[config.mk]
export PLATFORM = sky130hd
export DESIGN_NAME = dcs_host
export DESIGN_NICKNAME = d
export VERILOG_FILES = /design/src/verilog/dcs_pkg.sv /design/src/verilog/dcs_host.sv
export SDC_FILE = /design/constraint.sdc
export NUM_CORES = 2
export LEC_CHECK = 0
export ABC_AREA = 1
export BUFFER_PORTS_ARGS = -buffer_cell sky130_fd_sc_hd__buf_2
export CAP_MARGIN = 20
export CORE_MARGIN = 5
export CORE_UTILIZATION = 55
export DETAILED_ROUTE_END_ITERATION = 10
export GPL_TIMING_DRIVEN = 0
export PLACE_DENSITY = 0.82
export SLEW_MARGIN = 20
export SYNTH_ARGS = -nofsm -noshare
export SYNTH_HDL_FRONTEND = slang
export SYNTH_SLANG_ARGS = --single-unit
export TNS_END_PERCENT = 1
[constraint.sdc]
create_clock -name ref_clk_in -period 3.15 [get_ports ref_clk_in]
set_input_delay 0.945 -clock ref_clk_in [delete_from_list [all_inputs] [get_ports ref_clk_in]]
set_output_delay 0.945 -clock ref_clk_in [all_outputs]
set_load 0.05 [all_outputs]
[src/verilog/dcs_pkg.sv]
// Purpose: Shared constants and types for the command-spacing host controller
// Assumes: 100 MHz system clock, 10 ns period
// Notes:   Nanosecond minimums are turned into cycle counts here
package dcs_pkg;

    // System clock period in picoseconds
    localparam int unsigned CLK_PERIOD_PS = 10000;

    // Ceiling division of a time in ps by the clock period, at least one
    function automatic int unsigned dcs_cycles(input int unsigned t_ps);
        int unsigned c;
        c = (t_ps + CLK_PERIOD_PS - 1) / CLK_PERIOD_PS;
        return (c < 1) ? 1 : c;
    endfunction

    // Cycle floor applies only above 6 ns period
    localparam int unsigned FLOOR_APPLIES_PS = 6000;
    function automatic int unsigned dcs_gap(input int unsigned t_ps,
                                            input int unsigned min_ck);
        int unsigned c;
        c = dcs_cycles(t_ps);
        if (CLK_PERIOD_PS > FLOOR_APPLIES_PS && c < min_ck) begin
            c = min_ck;
        end
        return c;
    endfunction

    // Times in picoseconds, as printed; deep sleep minimum in microseconds
    localparam int unsigned SELF_REFRESH_MIN_LOW_PS = 15000;
    localparam int unsigned ALL_BANK_REFRESH_CYCLE_PS = 130000;
    localparam int unsigned SELF_REFRESH_EXIT_PS = 130000 + 10000;
    localparam int unsigned POWER_DOWN_EXIT_GAP_PS = 7500;
    localparam int unsigned WRITE_TO_READ_GAP_PS = 7500;
    localparam int unsigned READ_TO_PRECHARGE_GAP_PS = 7500;
    localparam int unsigned SINGLE_BANK_PRECHARGE_PS = 18000;
    localparam int unsigned ALL_BANK_PRECHARGE_PS = 21000;
    localparam int unsigned CROSS_BANK_ACTIVATE_PS = 10000;
    localparam int unsigned ROW_OPEN_TIME_PS = 42000;
    localparam int unsigned DEEP_SLEEP_MIN_US = 500;
    localparam int unsigned BOOT_CLOCK_PERIOD_MIN_PS = 18000;
    localparam int unsigned BOOT_CLOCK_PERIOD_MAX_PS = 100000;

    // Counts in clock cycles
    localparam int unsigned CKE_MIN_PULSE_CK = 3;
    localparam int unsigned MODE_READ_GAP_CK = 2;
    localparam int unsigned MODE_WRITE_GAP_CK = 5;
    localparam int unsigned SR_LOW_CK = dcs_gap(SELF_REFRESH_MIN_LOW_PS, 3);
    localparam int unsigned SR_EXIT_CK = dcs_gap(SELF_REFRESH_EXIT_PS, 2);
    localparam int unsigned PD_EXIT_CK = dcs_gap(POWER_DOWN_EXIT_GAP_PS, 2);
    localparam int unsigned WTR_CK = dcs_gap(WRITE_TO_READ_GAP_PS, 2);
    localparam int unsigned RTP_CK = dcs_gap(READ_TO_PRECHARGE_GAP_PS, 2);
    localparam int unsigned RP_PB_CK = dcs_gap(SINGLE_BANK_PRECHARGE_PS, 3);
    localparam int unsigned RP_AB_CK = dcs_gap(ALL_BANK_PRECHARGE_PS, 3);
    localparam int unsigned RRD_CK = dcs_gap(CROSS_BANK_ACTIVATE_PS, 2);
    localparam int unsigned RAS_CK = dcs_gap(ROW_OPEN_TIME_PS, 3);
    localparam int unsigned DPD_CK = DEEP_SLEEP_MIN_US * 1000000
                                     / CLK_PERIOD_PS;
    // Boot clock divider: half period in system cycles (20 ns cycle)
    localparam int unsigned BOOT_HALF_CK =
        (BOOT_CLOCK_PERIOD_MIN_PS + 2 * CLK_PERIOD_PS - 1)
        / (2 * CLK_PERIOD_PS);
    // Strobe first edge one cycle after write latency: inside 0.75..1.25
    localparam int unsigned STROBE_FIRST_EDGE_CK = 1;

    // Width of every gap counter
    localparam int unsigned GAP_W = 16;

    // Commands accepted from the user side
    typedef enum logic [3:0] {
        DCS_NOP = 4'h0,
        DCS_ACT = 4'h1,
        DCS_RD = 4'h2,
        DCS_WR = 4'h3,
        DCS_PRE = 4'h4,
        DCS_PREA = 4'h5,
        DCS_REF = 4'h6,
        DCS_MRR = 4'h7,
        DCS_MRW = 4'h8,
        DCS_SRE = 4'h9,
        DCS_PDE = 4'hA,
        DCS_DPDE = 4'hB,
        DCS_EXIT = 4'hC,
        DCS_RESET = 4'hD
    } dcs_cmd_t;

    // Controller states, one-hot
    typedef enum logic [3:0] {
        DCS_ST_ACTIVE = 4'b0001,
        DCS_ST_SREF = 4'b0010,
        DCS_ST_PDOWN = 4'b0100,
        DCS_ST_DPD = 4'b1000
    } dcs_state_t;

    // Request carried from the user
    typedef struct packed {
        dcs_cmd_t cmd;
        logic [2:0] bank;
    } dcs_req_t;

    // Command issued to the memory
    typedef struct packed {
        logic valid;
        dcs_cmd_t cmd;
        logic [2:0] bank;
    } dcs_issue_t;

endpackage : dcs_pkg

[src/verilog/dcs_host.sv]
// Purpose: Host-side command spacing for a low-power DDR2 memory
// Assumes: One 100 MHz clock, synchronous active-high reset
// Notes:   Holds each command until its spacing gaps have run out (all-bank precharge skips the read-to-precharge gap);
//          device output timing and derating are outside this block
//////////////////////////////////////////////////////////////////////////////
module dcs_host
    import dcs_pkg::*;
#(
    parameter int unsigned DPD_CYCLES = DPD_CK,
    parameter int unsigned NBANK = 8
) (
    // Clock and reset
    input wire logic ref_clk_in,
    input wire logic srst_in,
    // User request side
    input wire logic req_valid_in,
    input wire dcs_req_t req_in,
    input wire logic boot_done_in,
    output logic req_ready_out,
    // Memory side
    output dcs_issue_t mem_cmd_out,
    output logic mem_cke_out,
    output logic mem_ck_out,
    output logic strobe_out,
    output logic strobe_oe_out
);

    //////////////////////////////////////////////////////////////////////////
    // All state of the module
    // Bank counters are kept per bank; NBANK sets how many
    typedef struct packed {
        dcs_state_t st;
        logic [GAP_W-1:0] cmd_gap;        // Any-command gap
        logic [GAP_W-1:0] rd_gap;         // Before next read
        logic [GAP_W-1:0] act_gap;        // Before activate, any bank
        logic [NBANK-1:0][GAP_W-1:0] bank_act; // Same-bank activate
        logic [NBANK-1:0][GAP_W-1:0] bank_pre; // Bank precharge
        logic [NBANK-1:0][GAP_W-1:0] bank_cmd; // Activate, read or write to bank
        logic [NBANK-1:0][GAP_W-1:0] row_open; // Row open time
        logic [GAP_W-1:0] cke_hold;       // Clock enable level age
        logic [31:0] dpd_cnt;             // Deep power-down dwell
        logic [3:0] boot_div;             // Boot clock divider
        logic [2:0] wstrb;                // Write strobe sequencer
        logic ready;
        dcs_issue_t issue;
        logic cke;
        logic ck;
        logic strobe;
        logic strobe_oe;
    } dcs_regs_t;

    dcs_regs_t state_reg;
    dcs_regs_t state_next;

    // Decrement toward zero
    function automatic logic [GAP_W-1:0] dec(input logic [GAP_W-1:0] v);
        return (v == '0) ? v : v - 16'h0001;
    endfunction

    // Larger of a running gap and a new demand
    function automatic logic [GAP_W-1:0] lift(input logic [GAP_W-1:0] v,
                                               input int unsigned n);
        logic [GAP_W-1:0] n_w;
        n_w = GAP_W'(n);
        return (n_w > v) ? n_w : v;
    endfunction

    //////////////////////////////////////////////////////////////////////////
    // Acceptance check and next state
    always_comb begin
        logic ok;
        logic [2:0] b;
        state_next = state_reg;
        ok = 1'b0;
        b = req_in.bank;

        // Counters run down every cycle
        // A gap loaded with N lets the next command out N+1 cycles on:
        // one spare cycle per gap buys a plain compare against zero
        state_next.cmd_gap = dec(state_reg.cmd_gap);
        state_next.rd_gap = dec(state_reg.rd_gap);
        state_next.act_gap = dec(state_reg.act_gap);
        for (int i = 0; i < NBANK; i++) begin
            state_next.bank_act[i] = dec(state_reg.bank_act[i]);
            state_next.bank_pre[i] = dec(state_reg.bank_pre[i]);
            state_next.bank_cmd[i] = dec(state_reg.bank_cmd[i]);
            state_next.row_open[i] = dec(state_reg.row_open[i]);
        end
        if (state_reg.cke_hold != '0) begin
            state_next.cke_hold = dec(state_reg.cke_hold);
        end
        if (state_reg.dpd_cnt != 32'h0) begin
            state_next.dpd_cnt = state_reg.dpd_cnt - 32'h00000001;
        end
        // Command pulse lasts a single cycle
        state_next.issue = '0;

        // Boot clock toggles every BOOT_HALF_CK cycles until configured, every cycle after
        // The boot half period is a package count; raise it to slow boot
        if (!boot_done_in) begin
            if (state_reg.boot_div == 4'(BOOT_HALF_CK - 1)) begin
                state_next.boot_div = 4'h0;
                state_next.ck = ~state_reg.ck;
            end else begin
                state_next.boot_div = state_reg.boot_div + 4'h1;
            end
        end else begin
            state_next.boot_div = 4'h0;
            state_next.ck = ~state_reg.ck;
        end

        // Write strobe: idle, wait, high, low, done
        case (state_reg.wstrb)
            3'h1: begin
                state_next.wstrb = 3'h2;
                state_next.strobe = 1'b1;
            end
            3'h2: begin
                state_next.wstrb = 3'h3;
                state_next.strobe = 1'b0;
            end
            3'h3: begin
                state_next.wstrb = 3'h0;
                state_next.strobe_oe = 1'b0;
                // Write data ends here; read spacing counts from it.
                // Overwrites the hold set at the write command, which is huge
                state_next.rd_gap = GAP_W'(WTR_CK);
            end
            default: begin
                state_next.wstrb = 3'h0;
            end
        endcase

        // Gap checks per command; counts already rounded up
        if (state_reg.cmd_gap == '0) begin
            case (state_reg.st)
                DCS_ST_ACTIVE: begin
                    case (req_in.cmd)
                        DCS_ACT: ok = state_reg.act_gap == '0 &&
                                      state_reg.bank_act[b] == '0 &&
                                      state_reg.bank_cmd[b] == '0;
                        DCS_RD: ok = state_reg.rd_gap == '0 &&
                                     state_reg.bank_cmd[b] == '0;
                        DCS_WR: ok = state_reg.wstrb == 3'h0 &&
                                     state_reg.bank_cmd[b] == '0;
                        DCS_PRE: ok = state_reg.bank_pre[b] == '0 &&
                                      state_reg.row_open[b] == '0;
                        DCS_PREA: begin
                            // Every open row must have stayed open long enough
                            ok = 1'b1;
                            for (int i = 0; i < NBANK; i++) begin
                                if (state_reg.row_open[i] != '0) begin
                                    ok = 1'b0;
                                end
                            end
                        end
                        // Power entries wait out the last clock enable change
                        DCS_SRE, DCS_PDE, DCS_DPDE:
                            ok = state_reg.cke_hold == '0;
                        DCS_NOP: ok = 1'b0;
                        default: ok = 1'b1;
                    endcase
                end
                // In low power only an exit is taken; all else waits
                // Exits only after minimum dwell and clock enable age
                DCS_ST_SREF, DCS_ST_PDOWN: begin
                    ok = req_in.cmd == DCS_EXIT &&
                         state_reg.cke_hold == '0;
                end
                DCS_ST_DPD: begin
                    ok = req_in.cmd == DCS_EXIT &&
                         state_reg.dpd_cnt == 32'h0 &&
                         state_reg.cke_hold == '0;
                end
                default: ok = 1'b0;
            endcase
        end
        // Nothing reaches the memory before it is configured;
        // a held request simply waits, no error is raised
        ok = ok && req_valid_in && boot_done_in;

        // Issue and arm the gaps that follow it
        if (ok) begin
            state_next.issue = {1'b1, req_in.cmd, b};
            case (req_in.cmd)
                DCS_ACT: begin
                    state_next.act_gap = GAP_W'(RRD_CK);
                    // Row time plus precharge; precharge gap adds later
                    state_next.bank_act[b] = GAP_W'(RAS_CK);
                    state_next.row_open[b] = GAP_W'(RAS_CK);
                    state_next.cmd_gap = 16'h0001;
                end
                DCS_RD: begin
                    state_next.bank_pre[b] = lift(state_next.bank_pre[b],
                                                  RTP_CK);
                    state_next.cmd_gap = 16'h0001;
                end
                DCS_WR: begin
                    state_next.wstrb = 3'h1;
                    state_next.strobe_oe = 1'b1;
                    state_next.strobe = 1'b0;
                    state_next.rd_gap = GAP_W'(16'hFFFF);
                    state_next.cmd_gap = 16'h0001;
                end
                DCS_PRE: begin
                    state_next.bank_cmd[b] = GAP_W'(RP_PB_CK);
                    state_next.bank_act[b] = lift(state_next.bank_act[b],
                                                  RP_PB_CK);
                    state_next.cmd_gap = 16'h0001;
                end
                DCS_PREA: begin
                    for (int i = 0; i < NBANK; i++) begin
                        state_next.bank_act[i] = lift(state_next.bank_act[i],
                                                      RP_AB_CK);
                    end
                    state_next.act_gap = lift(state_next.act_gap,
                                              RP_AB_CK);
                    state_next.cmd_gap = GAP_W'(RP_AB_CK);
                end
                DCS_MRR: state_next.cmd_gap = GAP_W'(MODE_READ_GAP_CK);
                DCS_MRW: state_next.cmd_gap = GAP_W'(MODE_WRITE_GAP_CK);
                DCS_SRE: begin
                    state_next.st = DCS_ST_SREF;
                    state_next.cke = 1'b0;
                    state_next.cke_hold = GAP_W'(SR_LOW_CK);
                end
                DCS_PDE: begin
                    state_next.st = DCS_ST_PDOWN;
                    state_next.cke = 1'b0;
                    state_next.cke_hold = GAP_W'(CKE_MIN_PULSE_CK);
                end
                DCS_DPDE: begin
                    state_next.st = DCS_ST_DPD;
                    state_next.cke = 1'b0;
                    state_next.cke_hold = GAP_W'(CKE_MIN_PULSE_CK);
                    state_next.dpd_cnt = DPD_CYCLES;
                end
                DCS_EXIT: begin
                    state_next.st = DCS_ST_ACTIVE;
                    state_next.cke = 1'b1;
                    state_next.cke_hold = GAP_W'(CKE_MIN_PULSE_CK);
                    if (state_reg.st == DCS_ST_SREF) begin
                        state_next.cmd_gap = GAP_W'(SR_EXIT_CK);
                    end else begin
                        state_next.cmd_gap = GAP_W'(PD_EXIT_CK);
                    end
                end
                // Reset lets the device restore mode defaults
                default: state_next.cmd_gap = 16'h0001;
            endcase
        end
        // Ready is set in the register process from the issue pulse
        state_next.ready = 1'b0;
    end

    //////////////////////////////////////////////////////////////////////////
    // State register; floors folded in the package
    always_ff @(posedge ref_clk_in) begin
        if (srst_in) begin
            state_reg <= '0;
            state_reg.st <= DCS_ST_ACTIVE;
            state_reg.cke <= 1'b1;
            // Clock enable starts high and keeps it for the minimum pulse
            state_reg.cke_hold <= GAP_W'(CKE_MIN_PULSE_CK);
        end else begin
            state_reg <= state_next;
            state_reg.ready <= state_next.issue.valid;
        end
    end

    // Outputs come straight from the state register
    // Ready rises with the command pulse, in the same cycle
    // Strobe enable spans the whole strobe sequence of a write
    assign req_ready_out = state_reg.ready;
    assign mem_cmd_out = state_reg.issue;
    assign mem_cke_out = state_reg.cke;
    assign mem_ck_out = state_reg.ck;
    assign strobe_out = state_reg.strobe;
    assign strobe_oe_out = state_reg.strobe_oe;

endmodule // dcs_host

; ---- Yosys cells after proc, flatten, opt, wreduce, memory -nomap -nowiden
; Cells that the tools add are included.
[totals]
register_bits = 631
word_cells = 301
output_inout_bits = 13
[classes]
n_addsub = 38
bitwise = 10
n_eq_ne = 18
mux = 100
n_reduce_logical = 75
order_cmp = 13
[ops]
columns = operator, count
row1 = 16-bit 2-to-1 mux, 58
row2 = 16-bit logical NOT, 40
row3 = 608-bit 2-to-1 mux, 1
row4 = "16-bit by 1-bit subtractor with 16-bit output, second input constant", 36
row5 = 128-bit 2-to-1 mux, 3
row6 = 128-bit case mux with 3 select lines, 1
row7 = 112-bit AND, 3
row8 = 16-bit binary-select mux with 3-bit select, 6
row9 = 128-bit bitwise mux, 2
row10 = 112-bit NOT, 2
row11 = "2-bit by 16-bit > comparator with 1-bit output, first input constant", 11
row12 = 16-bit nonzero test, 9
row13 = 16-bit case mux with 5 select lines, 1
row14 = 32-bit 2-to-1 mux, 2
row15 = 16-bit demux with 3-bit select, 1
row16 = 16-bit bitwise OR, 3
row17 = 32-bit logical NOT, 1
row18 = 16-bit case mux with 2 select lines, 1
row19 = 32-bit nonzero test, 1
row20 = "32-bit by 1-bit subtractor with 32-bit output, second input constant", 1
row21 = "4-bit == test, second input constant", 6
row22 = "4-bit by 3-bit == test with 1-bit output, second input constant", 4
row23 = 4-bit case mux with 4 select lines, 1
row24 = "4-bit by 2-bit == test with 1-bit output, second input constant", 3
row25 = other kinds (25), 57

; ---- Logic depth before layout (Yosys ltp)
[logic_depth]
depth_word = 16
depth_mapped = 22

; ---- Worst setup path after synthesis
; OpenSTA, ideal clock, no wires.
[synth_path]
kind = input to register
from = input port req_in[0] (netlist bit)
to = register state_reg[236] (netlist bit)
arrival_time_ns = 2.643
path_slack_ns = 0.397
cell_stages = 18
setup_ns = 0.110
n_path_buf = 3
path_cell_list = inv_2 > buf_6 > nor4_1 > nand3_1 > nor2_1 > nor2_1 > nor2_1 > nand2_1 > nand3_2 > nand2_2 > a21boi_2 > buf_4 > nand2_1 > nand2_1 > inv_2 > buf_2 > nand3_1 > inv_1
[synth_between]
elab_chain_cells = 11
elab_cells_between_ends = 31
[synth_rtl]
columns = element, line
row1 = "start, declared", dcs_host.sv:17  ; input wire dcs_req_t req_in,
row2 = 16-bit binary-select mux with 3-bit select, dcs_host.sv:140  ; state_reg.bank_act[b] == '0 &&
row3 = 16-bit 2-to-1 mux (implied by the code), dcs_host.sv:140
row4 = 16-bit logical NOT, dcs_host.sv:140
row5 = 1-bit logical AND, dcs_host.sv:139  ; DCS_ACT: ok = state_reg.act_gap == '0 &&
row6 = 1-bit logical AND, dcs_host.sv:140
row7 = 1-bit case mux with 7 select lines, dcs_host.sv:138  ; case (req_in.cmd)
row8 = 1-bit case mux with 3 select lines, dcs_host.sv:136  ; case (state_reg.st)
row9 = 1-bit 2-to-1 mux, dcs_host.sv:135  ; if (state_reg.cmd_gap == '0) begin
row10 = 1-bit logical AND (2 in a row), dcs_host.sv:180  ; ok = ok && req_valid_in && boot_done_in;
row11 = 608-bit 2-to-1 mux (*), dcs_host.sv:183  ; if (ok) begin
row12 = "end signal, assigned", dcs_host.sv:266  ; state_reg <= state_next;
row13 = "end, declared", dcs_host.sv:52  ; dcs_regs_t state_reg;
; Mark *: on every way between the ends. The rest lies on a longest branch, timed or not. The select of a mux whose other input is x is not followed.
; A chain may end at the register's enable or synchronous reset.

; ---- Final worst setup path
[layout_path]
from = input port srst_in
to = register state_reg[451] (netlist bit)
[layout_lines]
columns = element, line
row1 = "start, declared", dcs_host.sv:14  ; input wire logic srst_in,
; No word-level cell between the ends.

==> impl_results.md <==
- Power after layout: roughly 56 mW
- Worst Max-Slew Pin Slew: 1.30 ns
- Post-Syn Area: approximately 42000 um2
- RR Startpoint: state_reg[587]
- EDFF count, synth: 0
- Site Rows: 100
- Initial Utilization: 55.6%
- Pwr Density: 1190 nW/um2
- Clock sink count: 630
- Synth area leaders: dfxtp_1, nand2_1, nor2_1, inv_1, nand3_1
- Lkg Pwr: 23.9 nW
- Critical hold path startpoint: state_reg[16]
- I/O pins: 24
- Die area: 81100 um2
- Most numerous cell in the Yosys netlist: nand2_1
- CTS buffer count: 73
- Initial antenna violation count: 7
- Layout area overhead: 13.0%
- Critical Path Sink Type: flop
- First-pass iteration count of the detailed router: 10
- CTS clock-pin slew for the worst setup and hold paths: 0.06 ns
- Crit-path leading delay family: buffers and inverters
- Remaining antenna violation count after routing: 0
- Ys flop type: dfxtp_1
- Synth top area share: 30.4%
- Final design utilization: 62.8%
- Max-cap violations: 0
- Synth cell types: 61
- CTS tree: done
- WL/cell: 19.8 um
- Worst Path Required: 3.63 ns
- # port buffers: 23
- Root Driver: clkbuf_16
- Syn Nets: between 6000 and 7000
- Slowest stage delay, CP: about 0.96 ns
- Detailed Place HPWL: 116 mm
- Setup Skew: roughly 0.047 ns
- Final wirelength: 156 mm
- Nets@finish: slightly below 7000
- Routed vias: 45703
- Htree depth: 3
- Reg-to-reg endpoint: state_reg[579]
- Tmin final: 3.24 ns
- Max reg flops: 618
- Max clock buf depth: 3
- Wire length of the first global-routing pass: 235 mm
- Pins Over Slew Limit: 0
- Layout cells sized above 1: 7.72%
- Failing checks: setup timing
- Grt total ovfl: 0
- DRC violations left: 0
- Most frequent CP cell: clkbuf_1
- Slowest cell on crit path: clkbuf_1
- Max Clock Freq: 0.308 GHz
- Clk_lat worst skew: 0.67 ns
- R2R Setup Slk: -0.06 ns
- Worst Path Max Fanout: 10
- Reg2Reg Depth: 15
- Number of global-route vias before repair: 41638
- Final Hold Vio Count: 0
- Biggest area consumer among synthesized cells: dfxtp_1
- Status: finished with violations
- RSZ-0062 raised after global routing: true
- DP Worst Slack: -2.01 ns
- Synthesized flop and latch total: 630
- Vias/cell: a little under 6
- Setup crit start kind: input port
- Critical Path Sink: state_reg[451]
- Core Area: 74700 um2
- Worst hold path type: flop to flop
- Relative slew margins: 13.5%
- Largest net degree at the start of global routing: 14
- Gr usage total: 36.4%
- Register area share after synthesis: 30.4%
- Tcrit/Tclk final: 103%
- Worst Setup Slack, final: -0.0923 ns
- Post-synth top cells: nand2_1, nor2_1, inv_1
- Mapped Cells: 6685
- Peak supply drop: 0.721 mV
- # hold bufs at CTS: 0
- Die Span Y: ~280 um
- Ys async rst share: 0%
- Buf+Inv Stages, Crit Path: 4
- Critical Path, Cell by Cell: buf_2, clkbuf_1, clkbuf_1, clkbuf_1, nor2_1
- Final Non-Filler Cells: about 8000
- Chip width: 285 um
- CP Depth: 5
- Synth Area per Inst: just over 6 um2
- RD Place Congestion: 1.09
- Critical Path AT: between 3 and 4 ns
- Crit path kind: input port to flop
- Final setup viols: 47
- 1st-iter DRT viols: 6174
- DP Cell Count: 7678
- CP startpoint: srst_in
- YS warnings: 0
## final cells by class
class	count	area [um2]
Tap cell	969	1210
Antenna cell	3	7.51
Inverter	986	3730
Buffer	243	1370
Timing Repair Buffer	64	586
Fill cell	6985	27800
Multi-Input combinational cell	4826	24900
Clock buffer	104	2100
Clock inverter	27	397
Sequential cell	630	12600
## cells by family after synthesis
| family | synth area share, % |
|---|---|
| compound gates | 8.84 |
| xor+xnor | 8.90 |
| fa+ha+maj | 1.57 |
| buf+inv | 11.5 |
| flops | 30.4 |
| mux | 0.0482 |
| simple gates | 38.8 |
## metal layers
| layer | track usage, % | wire length [um] | vias to the layer above | share of wire [%] |
|---|---|---|---|---|
| li1 | - | - | 21686 | - |
| met1 | 48.7 | 62800 | 20805 | 40 |
| met2 | 54.2 | 63600 | 2649 | 41 |
| met3 | 9.98 | 19700 | 557 | 13 |
| met4 | 18.1 | 9660 | 6 | 6.2 |
| met5 | 0 | 33 | - | 0.021 |
## repair_timing
item / 4_1_cts / 5_1_grt
resized for setup: 184 / 173
setup buffers: 10 / 21
pin swaps: 9 / 23
gates cloned: 1 / 8
endpoints found under the setup margin: 490 / 462
## report_power, final
group / internal, mW / switching [mW] / leakage (nW)
logic: 11.0 / 22.4 / 17.5
registers: 10.8 / 2.48 / 5.18
clock network: 5.20 / 3.75 / 1.21
total: 26.9 / 28.7 / 23.9
## stage by stage
stage	hold slack, ns	TNS [ns]	instance area, um2
floorplan	0.430	0	41500
global placement	0.447	-710.82	42900
detailed placement	0.454	-692.06	42900
CTS	0.467	-4.90	46100
global route	0.487	-39.00	46900
finish	0.464	-1.58	46900
## layout by cell type (no fill, tap or decap), types with 55 or more instances in the layout
cell,netlist,layout
nand2_1,1427,1404
nor2_1,1137,1076
inv_1,969,962
nand3_1,693,679
dfxtp_1,630,629
xor2_1,339,339
o21ai_0,193,184
nor3_1,186,181
nand4_1,160,160
a21oi_1,149,142
clkbuf_1,139,100
xnor2_1,83,83
a211oi_1,86,75
clkbuf_16,0,75
o2111ai_1,73,73
buf_2,52,63
nor2_2,15,56
nor4_1,56,55
## worst min-delay path by stage
stage,depth (start not counted),endpoint,slack (ns)
after floorplan,1,state_reg[16],0.43
after global placement,1,state_reg[16],0.45
after detailed placement,1,state_reg[16],0.45
after CTS,1,state_reg[16],0.47
after global routing,1,state_reg[16],0.49
final,1,state_reg[16],0.46
(Power assumes the default switching activity.)
